## src/include/dsa_pkg.sv

```systemverilog
// Shared constants and types for the dual converter serial readout block.
package dsa_pkg;
    localparam int CODE_W = 15;
    localparam int IN_W   = 16;
    localparam int ADDR_W = 8;
    localparam int DATA_W = 32;

    localparam logic [14:0] CODE_MID   = 15'h4000;
    localparam logic [14:0] CODE_LSB   = 15'h0001;
    localparam logic [14:0] CODE_ZERO  = 15'h0000;
    localparam logic signed [15:0] IN_MAX = 16'sh3fff;
    localparam logic signed [15:0] IN_MIN = 16'shc000;

    localparam logic [7:0] ADDR_CH1_INPUT  = 8'h00;
    localparam logic [7:0] ADDR_CH2_INPUT  = 8'h04;
    localparam logic [7:0] ADDR_STATUS     = 8'h08;
    localparam logic [7:0] ADDR_CH1_RESULT = 8'h0c;
    localparam logic [7:0] ADDR_CH2_RESULT = 8'h10;
    localparam logic [7:0] ADDR_CONV_COUNT = 8'h14;

    localparam int ST_MODE_LSB  = 0;
    localparam int ST_BUSY1     = 2;
    localparam int ST_BUSY2     = 3;
    localparam int ST_READY1    = 4;
    localparam int ST_READY2    = 5;
    localparam int ST_ECHO_ON   = 6;

    localparam logic [1:0] RESP_OKAY   = 2'b00;
    localparam logic [1:0] RESP_SLVERR = 2'b10;

    typedef enum logic [1:0] {
        io_cmos    = 2'b00,
        io_lvds    = 2'b01,
        io_lvds_lp = 2'b10
    } dsa_io_mode_t;

    typedef enum logic [1:0] {
        conv_idle = 2'b00,
        conv_run  = 2'b01,
        conv_done = 2'b10
    } dsa_conv_state_t;
endpackage : dsa_pkg

```

## src/core/dsa_top.sv

```systemverilog
// Dual converter digital core: conversion control, serial readout, AXI regs.
//
// Chosen here: register access over AXI4-Lite and the register addresses.
`timescale 1ns/1ps
module dsa_top
    import dsa_pkg::*;
(
    input  logic                core_clk,
    input  logic                reset,
    input  logic                conversion_start,
    input  logic                sck_p,
    input  logic                sck_n,
    input  logic                io_sel_level,
    input  logic                io_sel_floating,
    output logic                ch1_serial_out_p,
    output logic                ch1_serial_out_n,
    output logic                ch2_serial_out_p,
    output logic                ch2_serial_out_n,
    output logic                echoed_data_clock_p,
    input  logic                echoed_data_clock_n_in,
    output logic                echoed_data_clock_n_out,
    output logic                echoed_data_clock_n_oe,
    input  logic [ADDR_W-1:0]   s_axi_awaddr,
    input  logic                s_axi_awvalid,
    output logic                s_axi_awready,
    input  logic [DATA_W-1:0]   s_axi_wdata,
    input  logic [3:0]          s_axi_wstrb,
    input  logic                s_axi_wvalid,
    output logic                s_axi_wready,
    output logic [1:0]          s_axi_bresp,
    output logic                s_axi_bvalid,
    input  logic                s_axi_bready,
    input  logic [ADDR_W-1:0]   s_axi_araddr,
    input  logic                s_axi_arvalid,
    output logic                s_axi_arready,
    output logic [DATA_W-1:0]   s_axi_rdata,
    output logic [1:0]          s_axi_rresp,
    output logic                s_axi_rvalid,
    input  logic                s_axi_rready
);
    logic [5:0]          pins_sync;
    logic                cnv_prev_r;
    logic                sck_prev_r;
    dsa_io_mode_t        mode_r;
    logic [CODE_W-1:0]   sh1_r;
    logic [CODE_W-1:0]   sh2_r;
    logic [IN_W-1:0]     ch1_in_r;
    logic [IN_W-1:0]     ch2_in_r;
    logic [DATA_W-1:0]   conv_count_r;
    logic [CODE_W-1:0]   code1;
    logic [CODE_W-1:0]   code2;
    logic                busy1;
    logic                busy2;
    logic                ready1;
    logic                ready2;
    logic                aw_held_r;
    logic [ADDR_W-1:0]   aw_addr_r;
    logic                w_held_r;
    logic [DATA_W-1:0]   w_data_r;
    logic [3:0]          w_strb_r;

    dsa_sync2 #(
        .W(6)
    ) u_sync (
        .core_clk (core_clk),
        .reset    (reset),
        .async_in ({conversion_start, sck_p, sck_n, io_sel_level,
                    io_sel_floating, echoed_data_clock_n_in}),
        .sync_out (pins_sync)
    );

    wire cnv_lvl    = pins_sync[5];
    wire sck_p_lvl  = pins_sync[4];
    wire sck_n_lvl  = pins_sync[3];
    wire sel_lvl    = pins_sync[2];
    wire sel_float  = pins_sync[1];
    wire echo_n_lvl = pins_sync[0];

    // Low-power LVDS differs only in drive strength and its status mode code, not in pin logic.
    wire dsa_io_mode_t mode_nxt = sel_float ? io_lvds_lp :
                                  sel_lvl   ? io_lvds : io_cmos;
    wire is_lvds = (mode_r != io_cmos);

    // The start edge is taken from the positive pin alone.
    wire cnv_fall = cnv_prev_r & ~cnv_lvl;
    wire sck_lvl  = is_lvds ? (sck_p_lvl & ~sck_n_lvl) : sck_p_lvl;
    wire sck_rise = sck_lvl & ~sck_prev_r;
    wire sck_fall = ~sck_lvl & sck_prev_r;

    // The echo pin is an input only while CMOS leaves it undriven.
    wire echo_on = is_lvds | ~echo_n_lvl;

    // A start edge loads the previous result so readout overlaps conversion.
    wire [CODE_W-1:0] sh1_nxt = cnv_fall ? code1 :
                                sck_fall ? {sh1_r[CODE_W-2:0], 1'b0} : sh1_r;
    wire [CODE_W-1:0] sh2_nxt = cnv_fall ? code2 :
                                sck_fall ? {sh2_r[CODE_W-2:0], 1'b0} : sh2_r;

    dsa_sar_chan u_ch1 (
        .core_clk (core_clk),
        .reset    (reset),
        .hold     (cnv_fall),
        .step     (sck_rise),
        .sample   (ch1_in_r),
        .code_r   (code1),
        .busy     (busy1),
        .ready    (ready1)
    );

    dsa_sar_chan u_ch2 (
        .core_clk (core_clk),
        .reset    (reset),
        .hold     (cnv_fall),
        .step     (sck_rise),
        .sample   (ch2_in_r),
        .code_r   (code2),
        .busy     (busy2),
        .ready    (ready2)
    );

    always_ff @(posedge core_clk) begin
        if (reset) begin
            cnv_prev_r   <= 1'b0;
            sck_prev_r   <= 1'b0;
            mode_r       <= io_cmos;
            sh1_r        <= CODE_ZERO;
            sh2_r        <= CODE_ZERO;
            conv_count_r <= '0;
        end else begin
            cnv_prev_r <= cnv_lvl;
            sck_prev_r <= sck_lvl;
            mode_r     <= mode_nxt;
            sh1_r      <= sh1_nxt;
            sh2_r      <= sh2_nxt;
            if (cnv_fall) begin
                conv_count_r <= conv_count_r + 32'h0000_0001;
            end
        end
    end

    // Data and echo clock update on the same edge so they stay matched.
    always_ff @(posedge core_clk) begin
        if (reset) begin
            ch1_serial_out_p        <= 1'b0;
            ch1_serial_out_n        <= 1'b0;
            ch2_serial_out_p        <= 1'b0;
            ch2_serial_out_n        <= 1'b0;
            echoed_data_clock_p     <= 1'b0;
            echoed_data_clock_n_out <= 1'b0;
            echoed_data_clock_n_oe  <= 1'b0;
        end else begin
            ch1_serial_out_p        <= sh1_nxt[CODE_W-1];
            ch2_serial_out_p        <= sh2_nxt[CODE_W-1];
            ch1_serial_out_n        <= is_lvds & ~sh1_nxt[CODE_W-1];
            ch2_serial_out_n        <= is_lvds & ~sh2_nxt[CODE_W-1];
            echoed_data_clock_p     <= echo_on & sck_lvl;
            echoed_data_clock_n_out <= is_lvds & ~sck_lvl;
            echoed_data_clock_n_oe  <= is_lvds;
        end
    end

    wire do_wr    = aw_held_r & w_held_r & ~s_axi_bvalid;
    wire wr_ch1   = (aw_addr_r == ADDR_CH1_INPUT);
    wire wr_ch2   = (aw_addr_r == ADDR_CH2_INPUT);
    wire wr_ro    = (aw_addr_r == ADDR_STATUS) |
                    (aw_addr_r == ADDR_CH1_RESULT) |
                    (aw_addr_r == ADDR_CH2_RESULT) |
                    (aw_addr_r == ADDR_CONV_COUNT);
    wire wr_hit   = wr_ch1 | wr_ch2 | wr_ro;
    wire [IN_W-1:0] ch1_merge = {w_strb_r[1] ? w_data_r[15:8] : ch1_in_r[15:8],
                                 w_strb_r[0] ? w_data_r[7:0] : ch1_in_r[7:0]};
    wire [IN_W-1:0] ch2_merge = {w_strb_r[1] ? w_data_r[15:8] : ch2_in_r[15:8],
                                 w_strb_r[0] ? w_data_r[7:0] : ch2_in_r[7:0]};

    always_ff @(posedge core_clk) begin
        if (reset) begin
            s_axi_awready <= 1'b1;
            s_axi_wready  <= 1'b1;
            s_axi_bvalid  <= 1'b0;
            s_axi_bresp   <= RESP_OKAY;
            aw_held_r     <= 1'b0;
            aw_addr_r     <= '0;
            w_held_r      <= 1'b0;
            w_data_r      <= '0;
            w_strb_r      <= '0;
            ch1_in_r      <= '0;
            ch2_in_r      <= '0;
        end else begin
            if (s_axi_awvalid && s_axi_awready) begin
                aw_held_r     <= 1'b1;
                aw_addr_r     <= s_axi_awaddr;
                s_axi_awready <= 1'b0;
            end
            if (s_axi_wvalid && s_axi_wready) begin
                w_held_r     <= 1'b1;
                w_data_r     <= s_axi_wdata;
                w_strb_r     <= s_axi_wstrb;
                s_axi_wready <= 1'b0;
            end
            if (do_wr) begin
                aw_held_r    <= 1'b0;
                w_held_r     <= 1'b0;
                s_axi_bvalid <= 1'b1;
                s_axi_bresp  <= wr_hit ? RESP_OKAY : RESP_SLVERR;
                if (wr_ch1) begin
                    ch1_in_r <= ch1_merge;
                end
                if (wr_ch2) begin
                    ch2_in_r <= ch2_merge;
                end
            end
            if (s_axi_bvalid && s_axi_bready) begin
                s_axi_bvalid  <= 1'b0;
                s_axi_awready <= 1'b1;
                s_axi_wready  <= 1'b1;
            end
        end
    end

    wire [DATA_W-1:0] status_w = {25'h0000000, echo_on, ready2, ready1,
                                  busy2, busy1, mode_r};
    wire rd_hit = (s_axi_araddr == ADDR_CH1_INPUT) |
                  (s_axi_araddr == ADDR_CH2_INPUT) |
                  (s_axi_araddr == ADDR_STATUS) |
                  (s_axi_araddr == ADDR_CH1_RESULT) |
                  (s_axi_araddr == ADDR_CH2_RESULT) |
                  (s_axi_araddr == ADDR_CONV_COUNT);
    // Results read sign-extended so software sees a plain signed value.
    wire [DATA_W-1:0] rd_mux =
        (s_axi_araddr == ADDR_CH1_INPUT)  ? {16'h0000, ch1_in_r} :
        (s_axi_araddr == ADDR_CH2_INPUT)  ? {16'h0000, ch2_in_r} :
        (s_axi_araddr == ADDR_STATUS)     ? status_w :
        (s_axi_araddr == ADDR_CH1_RESULT) ? {{17{code1[CODE_W-1]}}, code1} :
        (s_axi_araddr == ADDR_CH2_RESULT) ? {{17{code2[CODE_W-1]}}, code2} :
        (s_axi_araddr == ADDR_CONV_COUNT) ? conv_count_r : 32'h0000_0000;

    always_ff @(posedge core_clk) begin
        if (reset) begin
            s_axi_arready <= 1'b1;
            s_axi_rvalid  <= 1'b0;
            s_axi_rdata   <= '0;
            s_axi_rresp   <= RESP_OKAY;
        end else begin
            if (s_axi_arvalid && s_axi_arready) begin
                s_axi_arready <= 1'b0;
                s_axi_rvalid  <= 1'b1;
                s_axi_rdata   <= rd_mux;
                s_axi_rresp   <= rd_hit ? RESP_OKAY : RESP_SLVERR;
            end
            if (s_axi_rvalid && s_axi_rready) begin
                s_axi_rvalid  <= 1'b0;
                s_axi_arready <= 1'b1;
            end
        end
    end
endmodule : dsa_top

```

## src/core/dsa_sync2.sv

```systemverilog
// Two flip-flop synchroniser for a group of pin levels.
`timescale 1ns/1ps
module dsa_sync2
    import dsa_pkg::*;
#(
    parameter int W = 1
) (
    input  logic         core_clk,
    input  logic         reset,
    input  logic [W-1:0] async_in,
    output logic [W-1:0] sync_out
);
    logic [W-1:0] meta_r;

    always_ff @(posedge core_clk) begin
        if (reset) begin
            meta_r   <= '0;
            sync_out <= '0;
        end else begin
            meta_r   <= async_in;
            sync_out <= meta_r;
        end
    end
endmodule : dsa_sync2

```

## src/core/dsa_sar_chan.sv

```systemverilog
// One successive-approximation channel with sample hold and result code.
`timescale 1ns/1ps
module dsa_sar_chan
    import dsa_pkg::*;
(
    input  logic                   core_clk,
    input  logic                   reset,
    input  logic                   hold,
    input  logic                   step,
    input  logic signed [IN_W-1:0] sample,
    output logic [CODE_W-1:0]      code_r,
    output logic                   busy,
    output logic                   ready
);
    dsa_conv_state_t   state_r;
    logic [CODE_W-1:0] target_r;
    logic [CODE_W-1:0] acc_r;
    logic [CODE_W-1:0] bit_r;

    // Inputs beyond full scale saturate, as the comparator would.
    wire signed [IN_W-1:0] clamped_w = (sample > IN_MAX) ? IN_MAX :
                                       (sample < IN_MIN) ? IN_MIN : sample;
    wire [CODE_W-1:0] offset_w = clamped_w[CODE_W-1:0] ^ CODE_MID;
    wire [CODE_W-1:0] trial_w  = acc_r | bit_r;
    wire [CODE_W-1:0] acc_nxt  = (target_r >= trial_w) ? trial_w : acc_r;
    wire              last_w   = (bit_r == CODE_LSB);

    assign busy  = (state_r == conv_run);
    assign ready = (state_r == conv_done);

    always_ff @(posedge core_clk) begin
        if (reset) begin
            state_r  <= conv_idle;
            target_r <= CODE_ZERO;
            acc_r    <= CODE_ZERO;
            bit_r    <= CODE_ZERO;
            code_r   <= CODE_ZERO;
        end else if (hold) begin
            target_r <= offset_w;
            acc_r    <= CODE_ZERO;
            bit_r    <= CODE_MID;
            state_r  <= conv_run;
        end else begin
            case (state_r)
                conv_run: begin
                    if (step) begin
                        acc_r <= acc_nxt;
                        bit_r <= bit_r >> 1;
                        if (last_w) begin
                            // Back to two's complement.
                            code_r  <= acc_nxt ^ CODE_MID;
                            state_r <= conv_done;
                        end
                    end
                end
                conv_idle: state_r <= conv_idle;
                conv_done: state_r <= conv_done;
                default:   state_r <= conv_idle;
            endcase
        end
    end
endmodule : dsa_sar_chan

```

## config.mk

```make
export PLATFORM = sky130hd
export DESIGN_NAME = dsa_top
export DESIGN_NICKNAME = d
export VERILOG_FILES = /design/src/include/dsa_pkg.sv /design/src/core/dsa_top.sv /design/src/core/dsa_sync2.sv /design/src/core/dsa_sar_chan.sv
export SDC_FILE = /design/constraint.sdc
export NUM_CORES = 1
export LEC_CHECK = 0
export BUFFER_PORTS_ARGS = -buffer_cell sky130_fd_sc_hd__buf_2
export CELL_PAD_IN_SITES_DETAIL_PLACEMENT = 2
export CELL_PAD_IN_SITES_GLOBAL_PLACEMENT = 2
export CORE_AREA = 2 2 186 188
export DETAILED_ROUTE_END_ITERATION = 10
export DIE_AREA = 0 0 188 190
export GPL_TIMING_DRIVEN = 0
export PLACE_DENSITY = 0.9
export SLEW_MARGIN = 5
export SYNTH_ARGS = -nofsm -noshare
export SYNTH_HDL_FRONTEND = slang
export SYNTH_SLANG_ARGS = --single-unit
```

## constraint.sdc

```tcl
create_clock -name core_clk -period 5.1 [get_ports core_clk]
set_clock_uncertainty 0.2 [all_clocks]
set_input_delay 0.765 -clock core_clk [delete_from_list [all_inputs] [get_ports core_clk]]
set_output_delay 0.765 -clock core_clk [all_outputs]
set_load 0.05 [all_outputs]
```

Word level (Yosys, flattened, before mapping). Cells that the tools add are included.

Add/subtract/negate cells: 1. Bitwise gates (word level): 36. Multiply operators: 0. Order comparisons: 6. Divide/modulo/power cells: 0. Multiplexer cells: 35. Equal/unequal tests: 24. Shift-type cells: 0. Reduce and logical (&&, ||, !) cells: 31.

Operator list (number): $mux 15 (16); $mux 32 (6); $add 32x1->32 const B (1); $eq 8x4->1 const B (4); $eq 8x5->1 const B (4); $gt 16x15->1 const B (2); $lt 16x15->1 const B (2); $eq 15x1->1 const B (2); $ge 15x15->1 (2); $or 15x15->15 (2); $eq 8x3->1 const B (2); $logic_not 8->1 (2); $reduce_and 2->1 (8); $mux 2 (7); $not 1->1 (13); $ne 3x1->1 const B (4); $reduce_and 3->1 (4); $or 1x1->1 (11); $and 1x1->1 (10); $reduce_bool 2->1 (5); $reduce_or 2->1 (5); $ne 2x1->1 const B (4); $pmux 2 s2 (2); $reduce_and 4->1 (2); other kinds (4) (13).

Output and inout port bits: 48. Register bits after elaboration: 308. Latch bits: 0. ROM bits: 0. Bits of input ports: 65. Memories kept: 0. Logic and storage cells: 180. Bits in writable memories: 0.

Logic depth before layout (Yosys ltp).
Word-level depth: 9. Gate-level depth with buffers: 8. Depth with buffers taken out: 7.

Cells and area by module. A second synthesis with hierarchy kept.

Cell total of the unflattened synthesis: 1629. Area, all modules: 13882.1 um^2.

Modules (own cells, without submodules): dsa_top (area each 7945.1 um^2, times used 1, cells an instance 930, sequential area each 3403.3 um^2); dsa_sar_chan (area each 2785.2 um^2, times used 2, cells an instance 337, sequential area each 1241.2 um^2); dsa_sync2 (area each 366.6 um^2, times used 1, cells an instance 25, sequential area each 240.2 um^2).

Worst setup path before layout. Ideal clock, no wire load.

Path type: input -> register. Start point: input s_axi_araddr[7]. End point: register s_axi_rdata[0]. Path buffers: 1. Setup time: 92 ps. Stages: 6. Setup slack: 2418 ps. Data arrival time: 2390 ps. Path through: or4_1 > or3_1 > buf_2 > nor3b_4 > a221oi_1 > o32ai_1.

Word-level cells in the longest chain between the ends: 7.

Ends and longest elaborated chain: start, declared (RTL line dsa_top.sv:33) `input logic [ADDR_W-1:0] s_axi_araddr,`; $eq 8x5->1 (RTL line dsa_top.sv:235) `(s_axi_araddr == ADDR_CONV_COUNT) ? conv_count_r : 32'h0000_0000;`; $mux 32 (RTL line dsa_top.sv:235); $mux 32 (RTL line dsa_top.sv:234) `(s_axi_araddr == ADDR_CH2_RESULT) ? {{17{code2[CODE_W-1]}}, code2} :`; $mux 32 (RTL line dsa_top.sv:233) `(s_axi_araddr == ADDR_CH1_RESULT) ? {{17{code1[CODE_W-1]}}, code1} :`; $mux 32 (RTL line dsa_top.sv:232) `(s_axi_araddr == ADDR_STATUS) ? status_w :`; $mux 32 (RTL line dsa_top.sv:231) `(s_axi_araddr == ADDR_CH2_INPUT) ? {16'h0000, ch2_in_r} :`; $mux 32 (*) (RTL line dsa_top.sv:230) `(s_axi_araddr == ADDR_CH1_INPUT) ? {16'h0000, ch1_in_r} :`; end signal, assigned (RTL line dsa_top.sv:247) `s_axi_rdata <= rd_mux;`; end, declared (RTL line dsa_top.sv:36) `output logic [DATA_W-1:0] s_axi_rdata,`.

Every way passes the cells marked *; elsewhere a longest branch is shown, timed or not. A chain may end at the register's enable or synchronous reset.

Final worst setup path.
Start point: register u_ch1.acc_r[0]. End point: register u_ch1.acc_r[13].

Word-level cells in the longest chain between the ends: 3.

Ends and longest elaborated chain: start, declared (RTL line dsa_sar_chan.sv:17) `logic [CODE_W-1:0] acc_r;`; start signal, assigned (RTL line dsa_sar_chan.sv:47) `acc_r <= acc_nxt;`; $or 15x15->15 (RTL line dsa_sar_chan.sv:24) `wire [CODE_W-1:0] trial_w = acc_r | bit_r;`; $ge 15x15->1 (RTL line dsa_sar_chan.sv:25) `wire [CODE_W-1:0] acc_nxt = (target_r >= trial_w) ? trial_w : acc_r;`; $mux 15 (RTL line dsa_sar_chan.sv:25).

No other way between the ends.

==> impl_metrics.ini <==
[route]
drt-pass1-iter-count = 8
detail-route-antenna-nets = 0
vias_per_cell = 6.21
via_count = 13400
dr.first_iter.drc_count = 1265
wl_per_cell_um = 29.7
wl_um = 64000
drc = 0

[finish]
multiInputGateArea_mm2 = 0.00642
syn_to_final_growth_pct = 16.9
fin_cells = 2158
nNetsFinal = 1777
antenna_cells = 0
fillerInstances = 3707
seq_area_mm2 = 0.00613
final_area_mm2 = 0.0152
utilization_pct = 44.7
final_layout_size_suffix_gt1_share_pct = 9.81

[clock_tree]
cts_buffers = 36
path_clk_slew_ns = 0.07
clk_path_buf_depth = 3
cts.sinks = 306
post_cts_buffers = 0
cts_tree = done
clkLatencyLatePin_ns = 0.55
cts_resized = 0
cts-root-buf = clkbuf_16
cts_hold_buf = 0
cts-htree-levels = 2

[floorplan]
row_count = 68
die_x_um = 188
die_area_mm2 = 0.0357
die_h_um = 190
initial_core_util_pct = 38.2
core_mm2 = 0.0339
io_pins = 113

[synth]
syn-cell-area_mm2 = 0.0130
ys_ff_latch = 306
ys_warn_count = 0
synth_edf_count = 0
seq_area_frac_synth_pct = 47.2
synth_ff_type = dfxtp_1
ys_async_sr_fraction_pct = 0
avgSynthCellArea_um2 = 8.38
syn-instance-count = 1548
yosysUniqueCellTypes = 59

[run]
max_cap_violations = 0

[timing]
relSlewSlack_pct = 13.8
slew_viol_final = 0
hold_viol_final = 0
max_freq_ghz = 0.272
tightest_slew_ns = 1.29
final.setup.tns_ns = 0
period_needed_ns = 3.67
whs_ns = 0.251
fin_ws_ns = 1.43
rsz0062_at_grt = false
finalSetupViolCount = 0
fin_crit_sh_pct = 72.0

[power]
p_leak_nw = 5.70
peakVddDrop_v = 0.000195
p_per_area_mw_per_mm2 = 364
total_power_mw = 5.52

[global_routing]
grt_overflow_total = 0
grt_pass1_vias = 14900
grt_usage_pct = 35.3
grt_pass1_wl_um = 95700
antenna_found_initial = 1
grt_max_degree = 13

[worst_setup_path]
start_kind = flop
r2r_start = u_ch1.acc_r[0]
reg2reg_slack_ns = 1.43
path_max_fanout = 10
startpoint = u_ch1.acc_r[0]
cp_data_arrival_time_ns = 3.86
critPathCaptureType = flop
criticalPathCategory = reg -> reg
cp.required_ns = 5.29

[placement]
preCtsSetupSlack_ns = 1.25
dpl.cell_count = 2094
io_buffers = 90
dpl_cell_area_mm2 = 0.0140
gp_congestion = 0.942
hpwl_um = 39300

[min_path]
hp-class = reg -> reg
hold_start = s_axi_rdata[16]

[outcome]
outcome = finished, final reports clean
==> sequential cells by signal, summed over array words and instances (netlist names), 8 cells and up, named ones only <==
signal,flops
s_axi_rdata,32
w_data_r,16
sh1_r,15
u_ch1.code_r,15
u_ch1.acc_r,14
u_ch2.bit_r,15
ch1_in_r,16
u_ch2.acc_r,14
sh2_r,15
ch2_in_r,16
u_ch1.target_r,15
u_ch2.code_r,15
u_ch2.target_r,15
u_ch1.bit_r,15
conv_count_r,32
aw_addr_r,8
==> where the power goes <==
part           leakage [nW]  switching, mW  internal [mW]
Clock                 0.578           1.14           1.51
Combinational          2.64          0.288         0.0958
Sequential             2.48         0.0445           2.43
Total                  5.70           1.48           4.04
==> path summary, 6_finish.rpt <==
| check | to | cells after the start |
|---|---|---|
| max reg2reg | u_ch1.acc_r[13] | 8 |
| max | u_ch1.acc_r[13] | 8 |
| min reg2reg | s_axi_rdata[16] | 2 |
| min | s_axi_rdata[16] | 2 |
==> final cells by class <==
type / count / share of cell area [%]
sequential: 306 / 40.4
buffer: 96 / 2.49
clock inverter: 6 / 0.272
clock buffer: 58 / 7.42
tap: 455 / 3.75
multi-input combinational: 1132 / 42.3
inverter: 15 / 0.371
timing repair buffer: 90 / 2.97
==> layer usage <==
metal | up-vias | GRT usage, % | part of all wire (%)
li1 | 5641 | - | -
met1 | 6800 | 40.7 | 39
met2 | 681 | 61.1 | 48
met3 | 286 | 5.94 | 6.5
met4 | 0 | 21.9 | 6.8
met5 | - | 0 | 0
==> cell usage after synthesis (15+ instances only) <==
cell / number / share of area (%)
a211oi_1: 34 / 2.0
a21oi_1: 128 / 4.9
a311oi_1: 25 / 1.7
clkbuf_1: 85 / 2.5
dfxtp_1: 306 / 47
ha_1: 35 / 3.4
inv_1: 15 / 0.43
mux2i_1: 75 / 5.8
nand2_1: 253 / 7.3
nand2b_1: 15 / 0.72
nand3_1: 36 / 1.4
nand4_1: 19 / 0.92
nor2_1: 227 / 6.6
nor2b_1: 22 / 1.1
nor3_1: 21 / 0.81
o21ai_0: 88 / 3.4
o31ai_1: 18 / 1.0
xor2_1: 15 / 1.0
==> cells in the final DEF (no fill, tap or decap), drive strengths merged, types with 18 or more instances in the layout <==
cell type  instances
dfxtp            306
nand2            253
nor2             227
clkbuf           143
a21oi            128
buf              101
o21ai             90
mux2i             75
nand3             38
ha                35
a211oi            34
a311oi            25
nor3              23
nor2b             22
nand4             19
o31ai             18
inv               18
==> critical path, stage by stage, from the launching register on <==
cell and delay, ns:
dfxtp_1 0.34, or2_2 0.31, ha_1 0.28, nand2b_1 0.18, a31oi_1 0.25, o21ai_0 0.16
a211oi_1 1.02, clkbuf_1 0.56, o31ai_1 0.21
==> kinds of logic (layout without fill, tap and decap cells) <==
logic type / after synthesis / count (layout) / synth area share, %
simple gates: 652 / 652 / 22.4
buf+inv: 111 / 265 / 3.35
xor+xnor: 25 / 25 / 1.69
fa+ha+maj: 35 / 35 / 3.38
other cells: 1 / 2 / 0.0289
compound gates: 341 / 341 / 16.0
flops: 306 / 306 / 47.2
mux: 77 / 77 / 5.96
Note: power is estimated with default switching activity, not from simulation.
